## config.mk

```make
export PLATFORM = sky130hd
export DESIGN_NAME = isasr_core
export DESIGN_NICKNAME = d
export VERILOG_FILES = /design/src/isasr_pkg.sv /design/src/isasr_core.sv /design/src/isasr_ptr_calc.sv
export SDC_FILE = /design/constraint.sdc
export NUM_CORES = 1
export LEC_CHECK = 0
export ABC_AREA = 1
export ABC_CLOCK_PERIOD_IN_PS = 2700
export BUFFER_PORTS_ARGS = -buffer_cell sky130_fd_sc_hd__buf_2
export CAP_MARGIN = 10
export CORE_UTILIZATION = 55
export CTS_CLUSTER_DIAMETER = 30
export DETAILED_ROUTE_END_ITERATION = 16
export HOLD_SLACK_MARGIN = 0.03
export PLACE_DENSITY = 0.84
export SETUP_SLACK_MARGIN = 0.2
export SYNTH_ARGS = -nofsm -noshare
export SYNTH_HDL_FRONTEND = slang
export SYNTH_SLANG_ARGS = --single-unit
```

## constraint.sdc

```tcl
create_clock -name ref_clk_i -period 2.7 [get_ports ref_clk_i]
set_input_delay 0 -clock ref_clk_i [delete_from_list [all_inputs] [get_ports ref_clk_i]]
set_output_delay 0 -clock ref_clk_i [all_outputs]
set_load 0.02 [all_outputs]
```

## src/isasr_pkg.sv

```systemverilog
// Shared constants and types for the indirect store and software reset slice.
`default_nettype none
package isasr_pkg;

	// ------------------------------------------------------------------
	// Widths
	// ------------------------------------------------------------------
	localparam int unsigned PTR_W  = 16;
	localparam int unsigned DATA_W = 8;
	localparam int unsigned OFS_W  = 6;
	localparam int unsigned OP_W   = 3;

	// ------------------------------------------------------------------
	// Pointer update mode field codes
	// ------------------------------------------------------------------
	localparam logic [1:0] MODE_PRE_INC  = 2'h0;
	localparam logic [1:0] MODE_PRE_DEC  = 2'h1;
	localparam logic [1:0] MODE_POST_INC = 2'h2;
	localparam logic [1:0] MODE_POST_DEC = 2'h3;

	// ------------------------------------------------------------------
	// Instruction class codes on the decode port
	// ------------------------------------------------------------------
	localparam logic [OP_W-1:0] OP_NO_OPERATION = 3'h0;
	localparam logic [OP_W-1:0] OP_STORE_IND    = 3'h1;
	localparam logic [OP_W-1:0] OP_LOAD_IND     = 3'h2;
	localparam logic [OP_W-1:0] OP_SOFT_RESET   = 3'h3;

	// ------------------------------------------------------------------
	// Reset values
	// ------------------------------------------------------------------
	localparam logic [PTR_W-1:0]  PTR_RST  = 16'h0000;
	localparam logic [DATA_W-1:0] DATA_RST = 8'h00;

	// ------------------------------------------------------------------
	// Execution stage, one-hot
	// ------------------------------------------------------------------
	typedef enum logic [1:0] {
		ST_IDLE = 2'b01,
		ST_READ = 2'b10
	} isasr_state_t;

endpackage
`default_nettype wire

```

## src/isasr_core.sv

```systemverilog
// Indirect store/load execution, indirect port aliasing and software reset.
`timescale 1ns/100ps
`default_nettype none
module isasr_core
	import isasr_pkg::*;
#(
	parameter int unsigned DATA_WIDTH = DATA_W
)
(
	input  wire logic                  ref_clk_i,
	input  wire logic                  rst_i,
	input  wire logic                  instr_valid_i,
	input  wire logic [OP_W-1:0]       instr_op_i,
	input  wire logic                  ptr_sel_i,
	input  wire logic                  rel_form_i,
	input  wire logic [1:0]            pointer_update_mode_i,
	input  wire logic [OFS_W-1:0]      offset_i,
	input  wire logic [DATA_WIDTH-1:0] accumulator_i,
	input  wire logic                  port_access_i,
	input  wire logic                  port_sel_i,
	input  wire logic                  port_write_i,
	input  wire logic [DATA_WIDTH-1:0] port_wdata_i,
	input  wire logic                  ptr_load_i,
	input  wire logic                  ptr_load_sel_i,
	input  wire logic [PTR_W-1:0]      ptr_load_data_i,
	input  wire logic [DATA_WIDTH-1:0] mem_rdata_i,
	output logic                       ready_o,
	output logic [PTR_W-1:0]           mem_addr_o,
	output logic                       mem_we_o,
	output logic                       mem_re_o,
	output logic [DATA_WIDTH-1:0]      mem_wdata_o,
	output logic                       acc_we_o,
	output logic [DATA_WIDTH-1:0]      acc_wdata_o,
	output logic                       zero_we_o,
	output logic                       zero_o,
	output logic [PTR_W-1:0]           file_select_pointer0_o,
	output logic [PTR_W-1:0]           file_select_pointer1_o,
	output logic                       soft_reset_o,
	output logic                       reset_instruction_flag_clr_o
);

	// ------------------------------------------------------------------
	// Elaboration checks
	// ------------------------------------------------------------------
	if (DATA_WIDTH < 1 || DATA_WIDTH > 32)
	begin : g_bad_width
		$error("DATA_WIDTH must lie between 1 and 32");
	end

	// ------------------------------------------------------------------
	// Decode
	// ------------------------------------------------------------------
	isasr_state_t          state_ff;
	logic [PTR_W-1:0]      ptr_ff [2];
	logic                  ready_ff;
	logic                  take;
	logic                  take_store;
	logic                  take_load;
	logic                  take_reset;
	logic                  take_nop;
	logic                  take_port;
	logic [PTR_W-1:0]      sel_ptr;
	logic [PTR_W-1:0]      ea;
	logic [PTR_W-1:0]      nxt_ptr;

	// Accesses to the alias addresses arrive as port_access_i; there is no
	// register file here for them, only the pointer redirect.
	assign take       = instr_valid_i && ready_ff;
	assign take_store = take && (instr_op_i == OP_STORE_IND);
	assign take_load  = take && (instr_op_i == OP_LOAD_IND);
	assign take_reset = take && (instr_op_i == OP_SOFT_RESET);
	assign take_nop   = take && (instr_op_i == OP_NO_OPERATION);
	assign take_port  = ready_ff && port_access_i && !instr_valid_i;
	assign sel_ptr    = ptr_ff[ptr_sel_i];

	isasr_ptr_calc u_calc
	(
		.ptr_i     (sel_ptr),
		.mode_i    (pointer_update_mode_i),
		.rel_i     (rel_form_i),
		.offset_i  (offset_i),
		.ea_o      (ea),
		.nxt_ptr_o (nxt_ptr)
	);

	// ------------------------------------------------------------------
	// Execution stage
	// ------------------------------------------------------------------
	// A load holds the decode port for one extra cycle while data returns.
	always_ff @(posedge ref_clk_i)
	begin
		if (rst_i)
		begin
			state_ff <= ST_IDLE;
			ready_ff <= 1'b1;
		end
		else
		begin
			unique case (state_ff)
				ST_IDLE:
				begin
					if (take_load)
					begin
						state_ff <= ST_READ;
						ready_ff <= 1'b0;
					end
				end
				ST_READ:
				begin
					state_ff <= ST_IDLE;
					ready_ff <= 1'b1;
				end
				default:
				begin
					state_ff <= ST_IDLE;
					ready_ff <= 1'b1;
				end
			endcase
		end
	end

	// ------------------------------------------------------------------
	// Pointers
	// ------------------------------------------------------------------
	// Indirect moves take priority over a plain pointer write in the same cycle.
	always_ff @(posedge ref_clk_i)
	begin
		if (rst_i)
		begin
			ptr_ff[0] <= PTR_RST;
			ptr_ff[1] <= PTR_RST;
		end
		else if (take_store || take_load)
		begin
			ptr_ff[ptr_sel_i] <= nxt_ptr;
		end
		else if (ptr_load_i)
		begin
			ptr_ff[ptr_load_sel_i] <= ptr_load_data_i;
		end
	end

	// ------------------------------------------------------------------
	// Memory port
	// ------------------------------------------------------------------
	always_ff @(posedge ref_clk_i)
	begin
		if (rst_i)
		begin
			mem_addr_o  <= PTR_RST;
			mem_we_o    <= 1'b0;
			mem_re_o    <= 1'b0;
			mem_wdata_o <= DATA_WIDTH'(DATA_RST);
		end
		else
		begin
			mem_we_o <= take_store || (take_port && port_write_i);
			mem_re_o <= take_load || (take_port && !port_write_i);
			if (take_store || take_load)
			begin
				mem_addr_o <= ea;
			end
			else if (take_port)
			begin
				mem_addr_o <= ptr_ff[port_sel_i];
			end
			if (take_store)
			begin
				mem_wdata_o <= accumulator_i;
			end
			else if (take_port)
			begin
				mem_wdata_o <= port_wdata_i;
			end
		end
	end

	// ------------------------------------------------------------------
	// Accumulator and zero flag write-back
	// ------------------------------------------------------------------
	// Only the load touches a flag; stores and pointer steps leave them alone.
	always_ff @(posedge ref_clk_i)
	begin
		if (rst_i)
		begin
			acc_we_o    <= 1'b0;
			acc_wdata_o <= DATA_WIDTH'(DATA_RST);
			zero_we_o   <= 1'b0;
			zero_o      <= 1'b0;
		end
		else
		begin
			acc_we_o  <= (state_ff == ST_READ);
			zero_we_o <= (state_ff == ST_READ);
			if (state_ff == ST_READ)
			begin
				acc_wdata_o <= mem_rdata_i;
				zero_o      <= (mem_rdata_i == '0);
			end
		end
	end

	// ------------------------------------------------------------------
	// Software reset
	// ------------------------------------------------------------------
	// One-cycle request; the reset controller stretches it and resets us too.
	always_ff @(posedge ref_clk_i)
	begin
		if (rst_i)
		begin
			soft_reset_o                 <= 1'b0;
			reset_instruction_flag_clr_o <= 1'b0;
		end
		else
		begin
			soft_reset_o                 <= take_reset;
			reset_instruction_flag_clr_o <= take_reset;
		end
	end

	assign ready_o                = ready_ff;
	assign file_select_pointer0_o = ptr_ff[0];
	assign file_select_pointer1_o = ptr_ff[1];
endmodule
`default_nettype wire

```

## src/isasr_ptr_calc.sv

```systemverilog
// Effective address and pointer update arithmetic for indirect moves.
`timescale 1ns/100ps
`default_nettype none
module isasr_ptr_calc
	import isasr_pkg::*;
(
	input  wire logic [PTR_W-1:0] ptr_i,
	input  wire logic [1:0]       mode_i,
	input  wire logic             rel_i,
	input  wire logic [OFS_W-1:0] offset_i,
	output logic      [PTR_W-1:0] ea_o,
	output logic      [PTR_W-1:0] nxt_ptr_o
);

	// ------------------------------------------------------------------
	// Adjusted values
	// ------------------------------------------------------------------
	// Plain modulo arithmetic gives the wrap at both bounds for free.
	logic [PTR_W-1:0] inc_ptr;
	logic [PTR_W-1:0] dec_ptr;
	logic [PTR_W-1:0] rel_ptr;
	assign inc_ptr = PTR_W'(ptr_i + 16'h0001);
	assign dec_ptr = PTR_W'(ptr_i - 16'h0001);
	assign rel_ptr = PTR_W'(ptr_i + {{(PTR_W-OFS_W){offset_i[OFS_W-1]}}, offset_i});

	// ------------------------------------------------------------------
	// Mode selection
	// ------------------------------------------------------------------
	// Relative form never moves the pointer; other forms differ in timing and direction.
	always_comb
	begin
		ea_o      = ptr_i;
		nxt_ptr_o = ptr_i;
		if (rel_i)
		begin
			ea_o = rel_ptr;
		end
		else
		begin
			unique case (mode_i)
				MODE_PRE_INC:
				begin
					ea_o      = inc_ptr;
					nxt_ptr_o = inc_ptr;
				end
				MODE_PRE_DEC:
				begin
					ea_o      = dec_ptr;
					nxt_ptr_o = dec_ptr;
				end
				MODE_POST_INC:
				begin
					nxt_ptr_o = inc_ptr;
				end
				MODE_POST_DEC:
				begin
					nxt_ptr_o = dec_ptr;
				end
			endcase
		end
	end

endmodule
`default_nettype wire

```

[Word-level counts from Yosys, hierarchy flattened]
Memories as Yosys holds them, arrays and structs flattened.
Cells that the tools add are included.
Storage, ports and cells
  flip-flop bits (word level): 40
  RAM bits: 32
  bits of input ports: 61
  output and inout bits: 72
  logic and storage cells: 68
  memories kept: 1
Cells by class
  add/subtract/negate cells: 3
  equality and inequality tests: 8
  mux-type cells: 23
  bitwise gates (word level): 1
  reduce and logical (&&, ||, !) cells: 22
Memories
  ptr_ff: words 2, bits a word 16, read ports 4, clocked after memory_dff 0, write ports 2, line isasr_core.sv:54  | logic [PTR_W-1:0] ptr_ff [2];
Operators by type and width (number)
  2-to-1 mux 16 bit: 6
  one-hot mux 16 bit (2 select lines): 2
  OR reduction 16 bit: 2
  adder 16 x 1 -> 16 bit (second input constant): 1
  adder 16 bit: 1
  2-to-1 mux 8 bit: 2
  subtractor 16 x 1 -> 16 bit (second input constant): 1
  2-to-1 mux 1 bit: 13
  logical AND 1 bit: 8
  logical NOT 8 bit: 1
  equality test 2 bit (second input constant): 3
  equality test 3 x 2 -> 1 bit (second input constant): 2
  OR reduction 2 bit: 3
  equality test 2 x 1 -> 1 bit (second input constant): 2
  nonzero test 2 bit: 2
  equality test 3 x 1 -> 1 bit (second input constant): 1
  logical OR 1 bit: 3
  logical NOT 1 bit: 2
  logical NOT 2 bit: 1
  inverter 1 bit: 1

[Depth between registers and ports, before layout]
Gate-level depths: netlist of run 1.
  depth in word-level cells: 9
  depth in mapped cells: 19
  gate-level depth less buffers: 18

[Cells and area by module]
A second synthesis of run 1 with hierarchy kept.
Second synthesis, totals
  cell total of the unflattened synthesis: 967
  area, all modules: 5914.4 sq um
Modules (own cells, without submodules)
  isasr_core: instances 1, cells each 469, area an instance 3505.9 sq um, sequential area each 1741.7 sq um
  isasr_ptr_calc: instances 1, cells each 498, area an instance 2408.6 sq um, sequential area each 0.0 sq um

[Least setup slack after synthesis of run 1]
No wires, ideal clock.
  path type: reg-to-reg
  start point: register, netlist name state_ff[0]
  end point: memory ptr_ff[1][0], enable pin
  data arrival time: 1.921 ns
  setup slack: 0.408 ns
  cell stages (with the launch flop): 13
  buffers on the path: 1
  cell sequence: dfxtp_1 -> nand2_1 -> inv_1 -> nand2_1 -> nor2_1 -> nor2_2 -> nand3_1 -> o21ai_0 -> inv_1 -> nor2_1 -> inv_2 -> clkbuf_1 -> nand2_1
RTL lines (line)
  to (decl): isasr_core.sv:54

==> results.toml, run 1 <==
[cells_and_area]
final_util_pct = 72.2
area_growth_pct = 25.2
fillCellCount = 783
drive_gt1_share_pct = 20.5
final_common_cell = "nand2_1"
layout.nets = 1094
regArea_um2 = 1740
multi_input_area_um2 = 3230
insertedDiodeCount = 0
mostFrequentLayoutCells = "267 x nand2_1, 132 x buf_2, 92 x nor2_1"
layout.cells.non_filler = 1149

[sta]
fin_skew_ps = 15.7
rsz0062_at_grt = "true"
finalSetupViolCount = 0
hold_viol = 0
tns_ps = 0
clock.fmax_ghz = 0.417
finalCritPeriodShare_pct = 88.9
period_needed_ps = 2400
maxSlewViolCount = 0
hold_slack_ps = 51.4
tightest_slew_ps = 539
max_slew_margin_pct = 64.0

[route]
drtAntennaViolNets = 0
wl_per_cell_um = 15.5
vias = 6456
dr.first_iter.drc_count = 702
dr.pass1.iters = 6
drt_wl_total_mm = 17.8
via_per_inst = 5.62
remaining_drc_errors = 0

[clocking]
h-tree-depth = 3
clockBufferDepth = 2
cts.root.buffer_cell = "clkbuf_8"
cts_tree = "built"
clk_latency_ps = 350
clk_pin_slew_ps = 100
numCtsBuffers = 9
cts_sinks = 71

[global_routing]
grt_pass1_wl_mm = 28.6
grt_pass1_vias = 5774
grt_antenna_before_repair = 0
grt_max_degree = 31
grt.overflow.total = 0
grt_usage_pct = 35.9

[yosys]
synth_edf_count = 32
synth_ff_type = "dfxtp_1"
netlist_instances = 850
yosys_warnings = 0
synth.distinct_cells = 37
syn-num-nets = 929
syn_avg_cell_area_um2 = 6.39
yosysSeqAreaShare_pct = 32.1
async_flop_share_pct = 0
synth_area_um2 = 5430
synth_seq_cells = 71

[worst_setup_path]
arrival_ps = 2620
cp.required_ps = 2920
r2r_cells = 11
rr_startpoint = "ptr_ff[1][5]$_SDFFCE_PN0P_"
critPathMaxFanout = 5
cp-start-kind = "flip-flop"
critical_path.endpoint = "mem_addr_o[10]$_SDFFE_PP0P_"
r2r_end = "mem_addr_o[10]$_SDFFE_PP0P_"
r2r_slack_ps = 300
end_kind = "flip-flop"
crit_type = "reg -> reg"
critPathLaunch = "ptr_ff[1][5]$_SDFFCE_PN0P_"

[die]
die_area_um2 = 10300
fp.dieW_um = 101
die_h_um = 101
fp-row-count = 35
ioPinCount = 133
start_util_pct = 57.6
core_area_um2 = 9420

[place]
dpl.hpwl_mm = 13.0
placed_cells = 1096
port_buffers = 132
place_congestion = 1.01

[worst_hold_path]
hold_path.class = "in -> reg"

[pwr]
pwr_density_cell_nw_per_um2 = 469
total_power_w = 0.00319
p_leak_nw = 3.37
peakVddDrop_v = 0.000345

[status]
status = "complete, no violations"

[flow_run]
drv_cap = 0
per-layer routing:
layer  track usage [%]  up-vias  share of wire, %
li1                  -     3129                 -
met1              50.6     2925                41
met2              55.8      370                45
met3              6.07       32                11
met4              12.5        0               2.6
met5                 0        -                 0
cells by family (layout without fill, tap and decap cells):
kind of cell	Yosys count	after routing	share of synthesized area (%)
and+or+nand+nor	468	468	36.2
AOI/OAI and AO/OA	171	171	17.0
buffers and inverters	112	282	8.76
DFF	71	71	32.1
adders and majority gates	18	18	4.29
xor gates and xnor gates	10	10	1.61
area by class of cell:
cell class              count  area share (%)
clock buffers              10            2.03
clock inverters             6           0.608
inverters                  76            4.20
multi-input cells         667            47.5
flip-flops and latches     71            25.6
well taps                 129            2.38
repair buffers            190            17.6
cell usage after synthesis, types with 4 or more instances:
master      n  share of area [%]
a31oi_1     9                1.0
dfxtp_1    39                 14
a21oi_1    57                5.3
o21ai_1    13                1.2
nand3_1    65                6.0
o21ai_0    67                6.2
o22ai_1     7               0.81
buf_6       5                1.0
clkbuf_1   22                1.5
edfxtp_1   32                 18
nor2_2      5               0.58
nand2_1   269                 19
inv_1      70                4.8
nand2_2    17                2.0
nor2_4      4               0.83
nor2_1     92                6.4
nor3_1      4               0.37
xor2_1     10                1.6
buf_2       5               0.46
ha_1       17                3.9
inv_2       4               0.28
o211ai_1   11                1.5
sequential cells by signal, indices dropped and copies added (netlist names), 2 cells and up:
name / cells
acc_wdata_o: 8
mem_addr_o: 16
mem_wdata_o: 8
ptr_ff: 32
state_ff: 2
power breakdown:
group	switching (W)	total [W]	internal [W]
registers	0.0000549	0.00125	0.00120
clock network	0.000475	0.000839	0.000364
logic	0.000720	0.00110	0.000377
total	0.00125	0.00319	0.00194
stage by stage:
step                      setup WS [ps]  instance area, µm²
after floorplan                     408                5430
after detailed placement            345                6230
final                               299                6800
after global placement              397                6230
after global routing                170                6800
after CTS                           319                6770
worst min path at each step:
stage,end,slack [ps],startpoint,cells past startpoint
5_1_grt,ptr_ff[0][11]$_SDFFCE_PN0P_,60,ptr_load_data_i[11],3
3_5_place_dp,mem_we_o$_SDFF_PP0_,270,port_write_i,3
2_1_floorplan,reset_instruction_flag_clr_o$_SDFF_PP0_,140,instr_op_i[1],2
6_report,zero_we_o$_SDFF_PP0_,50,rst_i,2
3_3_place_gp,acc_wdata_o[0]$_SDFFE_PP0P_,270,mem_rdata_i[0],3
4_1_cts,ptr_ff[1][14]$_SDFFCE_PN0P_,40,ptr_load_data_i[14],3
worst max-delay path, cell delays in order (launching register included):
cell and delay [ps]:
edfxtp_1 460, nand2_1 120, nand2_2 130, ha_1 380, a21oi_1 270, o21ai_0 130, nand2_1 90, nand3_1 80
o21ai_0 300, nand3_1 150, nand2_1 90, a21oi_1 70
what timing repair did:
| action | in CTS | in global routing |
|---|---|---|
| hold buffers | 36 | 0 |
| gates resized for setup | 0 | 10 |
| endpoints found under the hold margin | 33 | 0 |
| endpoints found under the setup margin | 0 | 10 |
| setup buffers | 0 | 1 |
No activity file was read; power rests on OpenSTA's default activity.
==> run 2: changes to the inputs <==
--- a/config.mk
+++ b/config.mk
@@ -14,7 +14,7 @@
 export DETAILED_ROUTE_END_ITERATION = 16
 export HOLD_SLACK_MARGIN = 0.03
 export PLACE_DENSITY = 0.84
-export SETUP_SLACK_MARGIN = 0.2
+export REMOVE_ABC_BUFFERS = 1
 export SYNTH_ARGS = -nofsm -noshare
 export SYNTH_HDL_FRONTEND = slang
 export SYNTH_SLANG_ARGS = --single-unit
==> constraint.sdc (replaced) <==
create_clock -name ref_clk_i -period 2.7 [get_ports ref_clk_i]
set_input_delay 0.135 -clock ref_clk_i [delete_from_list [all_inputs] [get_ports ref_clk_i]]
set_output_delay 0.135 -clock ref_clk_i [all_outputs]
set_load 0.02 [all_outputs]
==> results.toml, run 2 (same netlist as run 1, synthesis figures left out) <==
[status]
status = "complete, no violations"

[worst_setup_path]
crit_type = "reg -> reg"
arrival_ps = 2770
r2r_end = "mem_addr_o[8]$_SDFFE_PP0P_"
critPathMaxFanout = 7
cp-start-kind = "flip-flop"
rr_startpoint = "ptr_ff[1][0]$_SDFFCE_PN0P_"
r2r_cells = 17
critPathLaunch = "ptr_ff[1][0]$_SDFFCE_PN0P_"
cp.required_ps = 3000
r2r_slack_ps = 230
critical_path.endpoint = "mem_addr_o[8]$_SDFFE_PP0P_"
end_kind = "flip-flop"

[cells_and_area]
layout.nets = 1075
reg.largest.list = "ptr_ff: 32 flops, mem_addr_o: 16 flops"
final_common_cell = "nand2_1"
stdcell_area_um2 = 6650
drive_gt1_share_pct = 20.6
mostFrequentLayoutCells = "268 x nand2_1, 132 x buf_2, 92 x nor2_1"
top_register = "ptr_ff"
insertedDiodeCount = 0
largest_reg_flops = 32
area_growth_pct = 22.5

[global_routing]
grt_usage_pct = 36.1
grt_pass1_vias = 5638
grt_pass1_wl_mm = 28.3
grt.overflow.total = 0
grt_max_degree = 28
grt_antenna_before_repair = 0

[pwr]
swShare_pct = 38.4
total_power_w = 0.00328
pwr-share-clk_pct = 29.3
pwr-share-seq_pct = 38.2
netSwitchingPower_w = 0.00126
p_int_w = 0.00202
p_leak_nw = 3.31
peakVddDrop_v = 0.000326
pwr_density_cell_nw_per_um2 = 493
share_comb_of_total_power_pct = 32.6

[route]
via_per_inst = 5.53
dr.pass1.iters = 5
wl_per_cell_um = 15.8
vias = 6251
dr.first_iter.drc_count = 635
remaining_drc_errors = 0
drtAntennaViolNets = 0
drt_wl_total_mm = 17.9

[die]
fp.dieW_um = 101
core_area_um2 = 9420
ioPinCount = 133
fp-row-count = 35
start_util_pct = 57.6
die_h_um = 101
die_area_um2 = 10300

[sta]
clock.fmax_ghz = 0.405
maxSlewViolCount = 0
finalCritPeriodShare_pct = 91.4
period_needed_ps = 2470
fin_skew_ps = 21.7
hold_slack_ps = 40.1
tightest_slew_ps = 638
rsz0062_at_grt = "false"
finalSetupViolCount = 0
hold_viol = 0
max_slew_margin_pct = 57.4

[place]
port_buffers = 132
place_congestion = 1.03
postPlaceCellArea_um2 = 6260
dpl.hpwl_mm = 12.9

[clocking]
cts_tree = "built"
clockBufferDepth = 2
numCtsBuffers = 9
clk_latency_ps = 370
cts.root.buffer_cell = "clkbuf_8"
cts_sinks = 71
post_cts_buffers = 0
clk_pin_slew_ps = 100
h-tree-depth = 3

[flow_run]
drv_cap = 0

[worst_hold_path]
hold_path.class = "in -> reg"
[run 2: cell types whose count changed in the layout (fill, tap and decap cells not counted), moves of 2 or more]
cell           previous run  this run
dlygate4sd3_1            36        16
clkbuf_16                 0         2
nand2_2                  19        17
o21ai_0                  64        66
o21ai_2                   3         1
[run 2: power groups by stage]
stage | registers, W | clock network, W | logic [W]
floorplan | 0.00135 | 0 | 0.000574
global placement | 0.00127 | 0 | 0.00100
detailed placement | 0.00127 | 0 | 0.00101
CTS | 0.00125 | 0.000954 | 0.00104
global route | 0.00126 | 0.00102 | 0.00118
finish | 0.00125 | 0.000960 | 0.00107
[run 2: worst min path at each step]
stage / startpoint / end / slack, ps / cells after the start
floorplan: rst_i / mem_addr_o[10]$_SDFFE_PP0P_ / 200 / 1
global route: mem_rdata_i[3] / acc_wdata_o[3]$_SDFFE_PP0P_ / 40 / 3
global placement: instr_op_i[1] / reset_instruction_flag_clr_o$_SDFF_PP0_ / 400 / 3
detailed placement: instr_op_i[1] / reset_instruction_flag_clr_o$_SDFF_PP0_ / 410 / 3
finish: port_wdata_i[7] / mem_wdata_o[7]$_SDFFE_PP0P_ / 40 / 3
CTS: mem_rdata_i[3] / acc_wdata_o[3]$_SDFFE_PP0P_ / 30 / 3
[run 2: final cells by class]
| cell class | instances | area [µm²] |
|---|---|---|
| multi-input cells | 667 | 3230 |
| fillers | 824 | 2770 |
| flip-flops and latches | 71 | 1740 |
| repair buffers | 171 | 1020 |
| inverters | 76 | 285 |
| clock buffers | 11 | 174 |
| well taps | 129 | 161 |
| clock inverters | 5 | 42.5 |
[run 2: timing repair]
action	4_1_cts	5_1_grt
hold endpoints to repair	10	0
hold buffers	16	0
endpoints found under the setup margin	0	3
gates resized for setup	0	5
[run 2: per-stage QoR]
step	instances	utilization (%)	setup TNS, ps	setup WS, ps
5_1_grt	1130	70.6	0	22.4
3_5_place_dp	1098	66.5	0	209
3_3_place_gp	1098	66.5	0	239
4_1_cts	1130	70.5	0	202
2_1_floorplan	814	-	-22550	-653
6_report	1130	70.6	0	232
[run 2: routing by layer]
layer / part of all wire, % / global-route usage, % / vias up
met5: 0 / 0 / -
li1: - / - / 3101
met1: 42 / 50.8 / 2727
met3: 12 / 8.01 / 46
met4: 3.0 / 14.3 / 0
met2: 43 / 54.0 / 377
[run 2: worst max-delay path, cell delays in order, from the launching register on]
cell and delay, ps:
edfxtp_1 390, nand2_1 110, nand2_4 130, ha_1 190, inv_1 60, fa_1 370, inv_2 100, nand3_1 90
nand2_2 110, nand2_1 60, nand2_1 110, nand2_1 70, nand2_1 100, xor2_2 170, nand2_1 70, nand3_1 80
o21ai_1 60, a21oi_1 130
